`src/mcs_defs.svh`:
```
`ifndef MCS_DEFS_SVH
`define MCS_DEFS_SVH

// register indices; the byte address is four times the index
`define MCS_CTRL_IDX 16'hffe1
`define MCS_GEN1_DIV_IDX 16'hffe2
`define MCS_GEN2_DIV_IDX 16'hfff6
`define MCS_IDX_HI 17
`define MCS_IDX_LO 2

// control register fields
`define MCS_OUT2_EN_BIT 7
`define MCS_OUT1_EN_BIT 6
`define MCS_RSVD_BIT 5
`define MCS_OUT1_SEL_HI 4
`define MCS_OUT1_SEL_LO 3
`define MCS_DIV_EN_BIT 2
`define MCS_OUT2_SEL_HI 1
`define MCS_OUT2_SEL_LO 0

// divider factor fields
`define MCS_M_FACTOR_HI 7
`define MCS_M_FACTOR_LO 4
`define MCS_I_FACTOR_HI 2
`define MCS_I_FACTOR_LO 0

// writable masks and reset values
`define MCS_CTRL_WMASK 8'hdf
`define MCS_GEN1_DIV_WMASK 8'hf7
`define MCS_GEN2_DIV_WMASK 8'hf0
`define MCS_CTRL_RESET 8'h00
`define MCS_DIV_RESET 8'h00

`endif

```
`src/mcs_pkg.sv`:
```
package mcs_pkg;

  typedef logic [7:0] mcs_byte_t;

  typedef enum logic [1:0] {
    MCS_SRC_GEN1 = 2'b00,
    MCS_SRC_MCLKI = 2'b01,
    MCS_SRC_GEN2 = 2'b10,
    MCS_SRC_MCLKI_ALT = 2'b11
  } mcs_src_t;

  // low select bit set means the master clock input, whatever the high bit
  function automatic logic mcs_pick_src(input logic [1:0] sel, input logic gen1, input logic mclki,
                                        input logic gen2);
    logic res;
    res = 1'b0;
    unique case (mcs_src_t'(sel))
      MCS_SRC_GEN1: res = gen1;
      MCS_SRC_MCLKI, MCS_SRC_MCLKI_ALT: res = mclki;
      MCS_SRC_GEN2: res = gen2;
    endcase
    return res;
  endfunction

endpackage

```
`src/mcs_div_if.sv`:
```
`timescale 1ns/1ps
interface mcs_div_if #(parameter int FACTOR_W = 4);
  logic enable;
  logic src;
  logic [FACTOR_W-1:0] factor;
  logic out;
  modport div (input enable, input src, input factor, output out);
  modport ctl (output enable, output src, output factor, input out);
endinterface

```
`src/mcs_divider.sv`:
```
`timescale 1ns/1ps
module mcs_divider #(
  parameter int FACTOR_W = 4
) (
  // clock and reset
  input wire logic i_mclk,
  input wire logic i_reset,
  // divider channel
  mcs_div_if.div port
);

  logic prev_q;
  logic prev_d;
  logic [FACTOR_W-1:0] cnt_q;
  logic [FACTOR_W-1:0] cnt_d;
  logic out_q;
  logic out_d;

  always_comb begin
    prev_d = port.src;
    cnt_d = cnt_q;
    out_d = out_q;
    if (!port.enable) begin
      // stopped divider holds low
      cnt_d = '0;
      out_d = 1'b0;
    end else if (port.factor == '0) begin
      out_d = port.src;
    end else if (port.src && !prev_q) begin
      // divide by factor plus one, high for the first half
      cnt_d = (cnt_q >= port.factor) ? '0 : FACTOR_W'(cnt_q + 1'b1);
      out_d = (cnt_d <= (port.factor >> 1));
    end
  end

  always_ff @(posedge i_mclk or posedge i_reset) begin
    if (i_reset) begin
      prev_q <= 1'b0;
      cnt_q <= '0;
      out_q <= 1'b0;
    end else begin
      prev_q <= prev_d;
      cnt_q <= cnt_d;
      out_q <= out_d;
    end
  end

  assign port.out = out_q;

endmodule

```
`src/mcs_top.sv`:
```
`timescale 1ns/1ps
`include "mcs_defs.svh"

// Behaviour
// - bit 7 gates second output, else low
// - bit 6 gates first output, else low
// - bits 4:3 pick first output source
// - bits 1:0 pick second output source
// - dividers run only while bit 2 set
// - bit 5 reads zero; reset clears all
// - M factor 4 bits, divide by value+1
// - I factor 3 bits, divide by value+1
module mcs_top
  import mcs_pkg::*;
(
  // clock and reset
  input wire logic i_mclk,
  input wire logic i_reset,
  // ahb-lite slave
  input wire logic i_hsel,
  input wire logic [31:0] i_haddr,
  input wire logic [1:0] i_htrans,
  input wire logic i_hwrite,
  input wire logic [2:0] i_hsize,
  input wire logic [31:0] i_hwdata,
  input wire logic i_hready,
  output logic o_hreadyout,
  output logic o_hresp,
  output logic [31:0] o_hrdata,
  // source clocks from outside
  input wire logic i_first_generator_clock,
  input wire logic i_master_clock_in,
  input wire logic i_second_generator_clock,
  // codec master clocks
  output logic o_first_codec_clock_out,
  output logic o_second_codec_clock_out
);

  mcs_byte_t master_clock_output_control_q;
  mcs_byte_t master_clock_output_control_d;
  mcs_byte_t gen1_div_q;
  mcs_byte_t gen1_div_d;
  mcs_byte_t gen2_div_q;
  mcs_byte_t gen2_div_d;
  logic wr_pend_q;
  logic wr_pend_d;
  logic [15:0] wr_idx_q;
  logic [15:0] wr_idx_d;
  logic [31:0] hrdata_q;
  logic [31:0] hrdata_d;
  logic [2:0] sync1_q;
  logic [2:0] sync1_d;
  logic [2:0] sync2_q;
  logic [2:0] sync2_d;
  logic hreadyout_q;
  logic hreadyout_d;
  logic hresp_q;
  logic hresp_d;
  logic out1_en;
  logic out2_en;
  logic [1:0] out1_sel;
  logic [1:0] out2_sel;
  logic out1_q;
  logic out1_d;
  logic out2_q;
  logic out2_d;
  logic addr_ok;
  logic access;
  logic [15:0] req_idx;
  mcs_byte_t rd_byte;

  // one channel per divider: both generators and the master clock input
  mcs_div_if #(.FACTOR_W(4)) gen1_if ();
  mcs_div_if #(.FACTOR_W(4)) mclki_if ();
  mcs_div_if #(.FACTOR_W(4)) gen2_if ();

  // ---------------- register bus ----------------
  assign req_idx = i_haddr[`MCS_IDX_HI:`MCS_IDX_LO];
  assign addr_ok = (i_haddr[31:`MCS_IDX_HI+1] == '0) && (i_haddr[1:0] == 2'b00);
  assign access = i_hsel && i_htrans[1] && i_hready;

  always_comb begin
    master_clock_output_control_d = master_clock_output_control_q;
    gen1_div_d = gen1_div_q;
    gen2_div_d = gen2_div_q;
    wr_pend_d = access && i_hwrite && addr_ok;
    wr_idx_d = req_idx;
    hrdata_d = '0;
    rd_byte = '0;
    // a write lands at the end of its data phase, masked to its writable bits
    if (wr_pend_q) begin
      unique case (wr_idx_q)
        `MCS_CTRL_IDX: master_clock_output_control_d = i_hwdata[7:0] & `MCS_CTRL_WMASK;
        `MCS_GEN1_DIV_IDX: gen1_div_d = i_hwdata[7:0] & `MCS_GEN1_DIV_WMASK;
        `MCS_GEN2_DIV_IDX: gen2_div_d = i_hwdata[7:0] & `MCS_GEN2_DIV_WMASK;
        default: ;
      endcase
    end
    // reads see a write still in its data phase
    if (access && !i_hwrite && addr_ok) begin
      unique case (req_idx)
        `MCS_CTRL_IDX: rd_byte = master_clock_output_control_d;
        `MCS_GEN1_DIV_IDX: rd_byte = gen1_div_d;
        `MCS_GEN2_DIV_IDX: rd_byte = gen2_div_d;
        default: rd_byte = '0;
      endcase
      hrdata_d = {24'h00_0000, rd_byte};
    end
  end

  always_ff @(posedge i_mclk or posedge i_reset) begin
    if (i_reset) begin
      master_clock_output_control_q <= `MCS_CTRL_RESET;
      gen1_div_q <= `MCS_DIV_RESET;
      gen2_div_q <= `MCS_DIV_RESET;
      wr_pend_q <= 1'b0;
      wr_idx_q <= 16'h0000;
      hrdata_q <= 32'h0000_0000;
    end else begin
      master_clock_output_control_q <= master_clock_output_control_d;
      gen1_div_q <= gen1_div_d;
      gen2_div_q <= gen2_div_d;
      wr_pend_q <= wr_pend_d;
      wr_idx_q <= wr_idx_d;
      hrdata_q <= hrdata_d;
    end
  end

  // zero wait states: ready rises on the first edge after reset and stays up
  always_comb begin
    hreadyout_d = 1'b1;
    hresp_d = 1'b0;
  end

  always_ff @(posedge i_mclk or posedge i_reset) begin
    if (i_reset) begin
      hreadyout_q <= 1'b0;
      hresp_q <= 1'b0;
    end else begin
      hreadyout_q <= hreadyout_d;
      hresp_q <= hresp_d;
    end
  end

  assign o_hreadyout = hreadyout_q;
  assign o_hresp = hresp_q;
  assign o_hrdata = hrdata_q;

  // ---------------- source synchronisers ----------------
  // only the second stage feeds the dividers
  always_comb begin
    sync1_d = {i_second_generator_clock, i_master_clock_in, i_first_generator_clock};
    sync2_d = sync1_q;
  end

  always_ff @(posedge i_mclk or posedge i_reset) begin
    if (i_reset) begin
      sync1_q <= 3'h0;
      sync2_q <= 3'h0;
    end else begin
      sync1_q <= sync1_d;
      sync2_q <= sync2_d;
    end
  end

  // ---------------- dividers ----------------
  // one shared enable stops all three dividers
  assign gen1_if.enable = master_clock_output_control_q[`MCS_DIV_EN_BIT];
  assign gen1_if.src = sync2_q[0];
  assign gen1_if.factor = gen1_div_q[`MCS_M_FACTOR_HI:`MCS_M_FACTOR_LO];
  assign mclki_if.enable = master_clock_output_control_q[`MCS_DIV_EN_BIT];
  assign mclki_if.src = sync2_q[1];
  assign mclki_if.factor = {1'b0, gen1_div_q[`MCS_I_FACTOR_HI:`MCS_I_FACTOR_LO]};
  assign gen2_if.enable = master_clock_output_control_q[`MCS_DIV_EN_BIT];
  assign gen2_if.src = sync2_q[2];
  assign gen2_if.factor = gen2_div_q[`MCS_M_FACTOR_HI:`MCS_M_FACTOR_LO];

  mcs_divider #(.FACTOR_W(4)) u_gen1_div (
    .i_mclk(i_mclk),
    .i_reset(i_reset),
    .port(gen1_if.div)
  );

  mcs_divider #(.FACTOR_W(4)) u_mclki_div (
    .i_mclk(i_mclk),
    .i_reset(i_reset),
    .port(mclki_if.div)
  );

  mcs_divider #(.FACTOR_W(4)) u_gen2_div (
    .i_mclk(i_mclk),
    .i_reset(i_reset),
    .port(gen2_if.div)
  );

  // ---------------- output select and gating ----------------
  assign out1_en = master_clock_output_control_q[`MCS_OUT1_EN_BIT];
  assign out2_en = master_clock_output_control_q[`MCS_OUT2_EN_BIT];
  assign out1_sel = master_clock_output_control_q[`MCS_OUT1_SEL_HI:`MCS_OUT1_SEL_LO];
  assign out2_sel = master_clock_output_control_q[`MCS_OUT2_SEL_HI:`MCS_OUT2_SEL_LO];

  // a disabled pin is forced low, whatever its source does
  always_comb begin
    out1_d = out1_en && mcs_pick_src(out1_sel, gen1_if.out, mclki_if.out, gen2_if.out);
    out2_d = out2_en && mcs_pick_src(out2_sel, gen1_if.out, mclki_if.out, gen2_if.out);
  end

  always_ff @(posedge i_mclk or posedge i_reset) begin
    if (i_reset) begin
      out1_q <= 1'b0;
      out2_q <= 1'b0;
    end else begin
      out1_q <= out1_d;
      out2_q <= out2_d;
    end
  end

  assign o_first_codec_clock_out = out1_q;
  assign o_second_codec_clock_out = out2_q;

endmodule

```
`config.mk`:
```
export PLATFORM = sky130hd
export DESIGN_NAME = mcs_top
export DESIGN_NICKNAME = d
export VERILOG_FILES = /design/src/mcs_pkg.sv /design/src/mcs_div_if.sv /design/src/mcs_divider.sv /design/src/mcs_top.sv
export VERILOG_INCLUDE_DIRS = /design/src
export SDC_FILE = /design/constraint.sdc
export NUM_CORES = 1
export LEC_CHECK = 0
export ABC_AREA = 1
export BUFFER_PORTS_ARGS = -buffer_cell sky130_fd_sc_hd__clkbuf_2
export CAP_MARGIN = 20
export CORE_MARGIN = 5
export CORE_UTILIZATION = 40
export CTS_BUF_LIST = sky130_fd_sc_hd__clkbuf_8 sky130_fd_sc_hd__clkbuf_16
export DETAILED_ROUTE_END_ITERATION = 8
export MAX_ROUTING_LAYER = met4
export PLACE_DENSITY = 0.66
export SYNTH_ARGS = -nofsm -noshare
export SYNTH_HDL_FRONTEND = slang
export SYNTH_SLANG_ARGS = --single-unit
export TNS_END_PERCENT = 10
```
`constraint.sdc`:
```
create_clock -name i_mclk -period 2.45 [get_ports i_mclk]
set_clock_uncertainty 0.2 [all_clocks]
set_input_delay 0.3675 -clock i_mclk [delete_from_list [all_inputs] [get_ports i_mclk]]
set_output_delay 0.3675 -clock i_mclk [all_outputs]
set_load 0.05 [all_outputs]
```
; ---- After elaboration in Yosys (flattened, before gate mapping)
; Cells that the tools add are included.
; Widths: inputs -> output; s select.
[totals]
reg_bits = 100
in_bits = 77
out_inout_bits = 36
[classes]
addsub = 3
n_lt_le_gt_ge = 6
eq_ne = 21
mux = 31
n_reduce_logical = 28
[ops]
columns = cell, n
row1 = $eq 16x16->1 const B, 6
row2 = $mux 8, 7
row3 = $mux 4, 12
row4 = $pmux 8 s3, 1
row5 = $logic_not 14->1, 1
row6 = $add 4x1->4 const B, 3
row7 = $logic_and 1x1->1, 12
row8 = $logic_not 4->1, 3
row9 = $mux 1, 9
row10 = $ne 3x1->1 const B, 3
row11 = $eq 2x2->1 const B, 4
row12 = $ge 4x4->1, 2
row13 = $le 4x3->1, 2
row14 = $logic_not 2->1, 3
row15 = $ne 2x1->1 const B, 3
row16 = $ne 2x2->1 const B, 3
row17 = $pmux 1 s3, 2
row18 = $reduce_and 2->1, 3
row19 = $eq 2x1->1 const B, 2
row20 = $ge 4x3->1, 1
row21 = $le 4x2->1, 1
row22 = $logic_not 1->1, 4
row23 = $reduce_or 2->1, 2

; ---- Longest topological paths before layout
[depth]
ltp_word = 6
mapped_depth = 16

; ---- By module
; From an unflattened synthesis, not the netlist that was laid out.
[unflattened]
hier_cells = 545
hier_area_um2 = 4610.7
[by_module_without_submodules]
columns = mod, n_inst, cells_per_inst, area_each_um2
row1 = mcs_top, 1, 329, 2796.4
row2 = mcs_divider at u_gen2_div, 1, 72, 621.8
row3 = mcs_divider at u_mclki_div, 1, 72, 610.6
row4 = mcs_divider at u_gen1_div, 1, 72, 581.8

; ---- Least setup slack after synthesis
; OpenSTA, ideal clock, no wires.
[synth_path]
path_type = register to register
startpoint = reg u_gen2_div.cnt_q[0]
endpoint = reg u_gen2_div.out_q (netlist: u_gen2_div.port.out)
arrival_ns = 1.993
required_time_ns = 2.185
setup_slack_ns = 0.192
path_stages_with_launch = 16
period_less_slack_ns = 2.258
cell_sequence = dfrtp_1 -> inv_1 -> ha_1 -> o21ai_0 -> nand2_1 -> a21oi_1 -> nand2_1 -> inv_1 -> ha_1 -> a21oi_1 -> o21ai_0 -> a21oi_1 -> nand2_1 -> nand2_1 -> nand2_1 -> nand2_1
[synth_between]
elab_chain_len = 6
[synth_rtl]
columns = element, line_no
row1 = "start, declared", mcs_divider.sv:14  ; logic [FACTOR_W-1:0] cnt_q;
row2 = "start signal, assigned", mcs_divider.sv:43  ; cnt_q <= cnt_d;
row3 = $add 4x1->4 or $ge 4x4->1 (tied branches), mcs_divider.sv:31  ; cnt_d = (cnt_q >= port.factor) ? '0 : FACTOR_W'(cnt_q + 1'b1);
row4 = $mux 4 *, mcs_divider.sv:31
row5 = $le 4x3->1 *, mcs_divider.sv:32  ; out_d = (cnt_d <= (port.factor >> 1));
row6 = $mux 1 *, mcs_divider.sv:29  ; end else if (port.src && !prev_q) begin
row7 = $mux 1 *, mcs_divider.sv:27  ; end else if (port.factor == '0) begin
row8 = $mux 1 *, mcs_divider.sv:23  ; if (!port.enable) begin
row9 = "end signal, assigned", mcs_divider.sv:44  ; out_q <= out_d;
row10 = "end, declared", mcs_divider.sv:16  ; logic out_q;
; Every way passes the cells marked *; elsewhere a longest branch is shown, timed or not. The select of a mux whose other input is x is not followed.
; A chain may end at the register's enable or synchronous reset.

; ---- Final worst setup path
[layout_path]
startpoint = reg u_mclki_div.cnt_q[1]
endpoint = reg u_mclki_div.out_q (netlist: u_mclki_div.port.out)
[layout_between]
elab_chain_len = 6
[layout_rtl]
columns = element, line_no
row1 = "start, declared", mcs_divider.sv:14
row2 = "start signal, assigned", mcs_divider.sv:43
row3 = $add 4x1->4 or $ge 4x3->1 (tied branches), mcs_divider.sv:31
row4 = $mux 4 *, mcs_divider.sv:31
row5 = $le 4x2->1 *, mcs_divider.sv:32
row6 = $mux 1 *, mcs_divider.sv:29
row7 = $mux 1 *, mcs_divider.sv:27
row8 = $mux 1 *, mcs_divider.sv:23
row9 = "end signal, assigned", mcs_divider.sv:44
row10 = "end, declared", mcs_divider.sv:16
; Marks and branches as above.

==> reports/qor.log <==
[status] run status finished, final reports clean
[clock_network] later-pin clock latency in the skew report 0.35 ns
[floorplan] core footprint 0.00986 mm^2
[placed_design] Final Wtd Congestion 0.839
[setup_path] required time worst endpoint 2.50 ns
[setup_path] Crit path arrival time 2.36 ns
[timing] worst max-slew margin expressed relative to the limit 56.5%
[synth] cell type with the highest aggregate area in the netlist dfrtp_1
[timing] Final Max Slew Viols 0
[floorplan] standard-cell rows 36
[setup_path] kind of cell with the highest combined delay on the critical path simple AND/OR/NAND/NOR gates
[clock_network] CTS root buffer clkbuf_8
[setup_path] type of element launching the critical path register
[floorplan] horizontal die dimension 111 um
[cells_and_area] antenna diode count 0
[clock_network] CTS tree yes
[synth] arithmetic-cell share of the synthesized area counting full adders, half adders and majority gates 6.75%
[timing] final hold violation count 0
[timing] final period utilization 94.5%
[detailed_routing] drt initial violations 136
[global_routing] All-Layer GR Usage 15.1%
[detailed_routing] router iterations before antenna repair 4
[cells_and_area] # nets final 695
[timing] Worst Tran Pin Value 0.647 ns
[synth] largest family of logic cells by synthesized area simple AND/OR/NAND/NOR gates
[global_routing] GRT overflow 0
[placed_design] area after detailed placement 0.00450 mm^2
[clock_network] number of sinks on the clock net 76
[synth] fraction of synthesized cell area in xor and xnor cells 0.644%
[setup_path] worst setup path category register to register
[synth] top_reg_cell synth dfrtp_1
[timing] crit path time final 2.31 ns
[flow_run] number of violations of the max-capacitance limit 0
[clock_network] buffer levels on the longest clock path 2
[synth] cell types occupying the most area after synthesis dfrtp_1 47%, nand2_1 8.7%, nand3_1 7.9%
[timing] Final WS setup 0.135 ns
[synth] area of the mapped netlist 0.00408 mm^2
[floorplan] Die Height 111 um
[global_routing] pin count of the biggest net entering global routing 56
[placed_design] DP Worst Slack -0.0142 ns
[synth] share of Yosys cell area claimed by the top area cell type 46.6%
[clock_network] Clock Pin Slew Worst Setup and Hold Paths 0.08 ns
[detailed_routing] vias per inst 4.65
[cells_and_area] Layout area overhead 25.2%
[global_routing] first-pass GRT wire length 15.0 mm
[timing] final count of negative-setup-slack endpoints 0
[floorplan] starting density of the core 41.3%
[clock_network] TritonCTS Buffers 9
[pwr] Leak Pwr 2.74 nW
[hold_path] worst hold path class primary input to register
[setup_path] peak per-stage delay on the critical path 0.44 ns
[synth] cell count after synthesis 495
[cells_and_area] utilization of the core after routing 51.8%
[cells_and_area] fraction of layout instances using a drive strength above 1 21.6%
[setup_path] maximum fanout along the worst path 3
[setup_path] worst-path cell with the longest stage delay dfrtp_1
[setup_path] type of destination of the critical path register
[global_routing] number of antenna violations at the first check in global routing 0
[detailed_routing] remaining number of nets flagged by the antenna check after routing 0
[synth] multiplexer fraction of the synthesized cell area 0%
[timing] unrepaired setup endpoints after global routing true
[synth] most frequent cell after synthesis nand2_1
[synth] most common library cells after synthesis 95 x nand2_1, 84 x inv_1, 76 x dfrtp_1
[timing] highest clock frequency the design can meet 432 MHz
[synth] sequential fraction of the synthesis area 46.6%
[setup_path] buffering stage count on the worst path with inverters included 2
[synth] count of cell types in the netlist 27
[global_routing] via count of the first global-routing pass 3,401
[synth] EDFF count, synth 0
[placed_design] Detailed Place HPWL 6.62 mm
[detailed_routing] DRC violations left 0
[detailed_routing] wire length after detailed routing 8.91 mm
[clock_network] CTS HTree Levels 3
[cells_and_area] Post-Layout Inst Area 0.00510 mm^2
[floorplan] die area 0.0123 mm^2
[setup_path] most used cell, CP nand2_1
[pwr] worst ir drop on vdd 288 uV
[setup_path] series of cell instances along the critical path ha_4 -> inv_2 -> o21bai_1 -> nand3_1 -> and3_4 -> nand2_2 -> inv_2 -> ha_4 -> a21oi_2 -> a21oi_1 -> nor2_1 -> nand3_1 -> nand2_1 -> nand2_1 -> nand2_1
[detailed_routing] vias after detailed routing 3,415
[synth] async set-or-reset flop fraction in the synthesized netlist 100%
[synth] YS warnings 0
[synth] synthesized-area fraction occupied by ao, oa, aoi and oai cells 4.91%
[synth] average size of a mapped cell 8.24 um^2
[synth] #FFs+latches synth 76
[floorplan] I/O pin count 113
[pwr] power density over the cells 502 mW/mm^2
[placed_design] number of buffers added on ports 59
[detailed_routing] routed wirelength normalized by instance count 12.1 um
[synth] area fraction in and, or, nand and nor cells after synthesis 28.3%
[layout make-up]
| class | instances | area, um^2 |
|---|---|---|
| Clock buffer | 9 | 124 |
| Clock inverter | 7 | 98.8 |
| Fill cell | 945 | 4760 |
| Inverter | 84 | 319 |
| Multi-Input combinational cell | 332 | 1880 |
| Sequential cell | 76 | 1900 |
| Tap cell | 133 | 166 |
| Timing Repair Buffer | 93 | 613 |
[cells in the final DEF, fill, tap and decap left out, drive strengths merged, types with 9 or more instances in the layout]
cell type    netlist  layout
nand2             99      99
inv               84      84
dfrtp             76      76
clkbuf             1      68
nand3             64      64
nor2              42      42
conb               2      26
ha                22      22
dlygate4sd3        0      20
and2              17      17
buf               26      14
o21ai             11      11
a21oi             10      10
nand4              9       9
[tightest hold or removal path, cell delays in order]
cell and delay (ns):
clkbuf_2 0.09, inv_1 0.05, nor2_1 0.04
[metrics by stage]
| stage | instances | power [W] | hold WS [ns] | setup TNS [ns] |
|---|---|---|---|---|
| final | 734 | 0.00256 | 0.0284 | 0 |
| after global placement | 691 | 0.00150 | 0.135 | 0 |
| after detailed placement | 691 | 0.00151 | 0.135 | -0.0142 |
| after global routing | 734 | 0.00267 | 0.0262 | -0.0551 |
| after floorplan | 519 | 0.00147 | 0.131 | 0 |
| after CTS | 727 | 0.00260 | 0.00413 | 0 |
[registers in the layout, indices dropped and copies added, names as in the netlist, 4 cells and up]
| register | cells |
|---|---|
| gen2_div_q | 8 |
| o_hrdata | 8 |
| u_gen1_div.cnt_q | 4 |
| wr_idx_q | 16 |
| master_clock_output_control_q | 8 |
| gen1_div_q | 8 |
| u_mclki_div.cnt_q | 4 |
| u_gen2_div.cnt_q | 4 |
[logic make-up (layout without fill, tap and decap cells)]
kind of cell               count (synthesis)  count (layout)
adders and majority gates                 22              22
buffers and inverters                    111             193
xor gates and xnor gates                   3               3
DFF                                       76              76
other                                      2              26
AOI/OAI and AO/OA                         35              35
and+or+nand+nor                          246             246
[power by group]
group | total, W | switching, W | internal (W)
Clock | 0.00106 | 0.000477 | 0.000578
Combinational | 0.000220 | 0.000156 | 0.0000644
Sequential | 0.00129 | 0.0000113 | 0.00127
Total | 0.00256 | 0.000644 | 0.00192
[layer usage]
layer / part of all wire [%] / GRT usage, %
met1: 46 / 18.6
met2: 49 / 25.0
met3: 4.0 / 2.40
met4: 1.0 / 5.99
met5: 0 / -
[repair_timing]
action                                 CTS  global route
endpoints found under the hold margin   40             0
gates cloned                             0             0
setup buffers                            0             7
resized for setup                        1            31
pin swaps                                0            22
hold buffers                            20             0
setup endpoints to repair                1             3
[final timing paths]
check,startpoint,to,slack [ns],depth (start not counted)
worst max-delay path,u_mclki_div.cnt_q[1],u_mclki_div.port.out,0.14,15
worst min-delay path,i_hwrite,wr_pend_q,0.03,3
worst max register to register,u_mclki_div.cnt_q[1],u_mclki_div.port.out,0.14,15
worst min register to register,sync1_q[2],sync2_q[2],0.15,0
max in group asynchronous,i_reset,u_gen1_div.cnt_q[1],1.00,4
min in group asynchronous,i_reset,o_hrdata[3],0.40,3
Note: power is estimated with default switching activity, not from simulation.
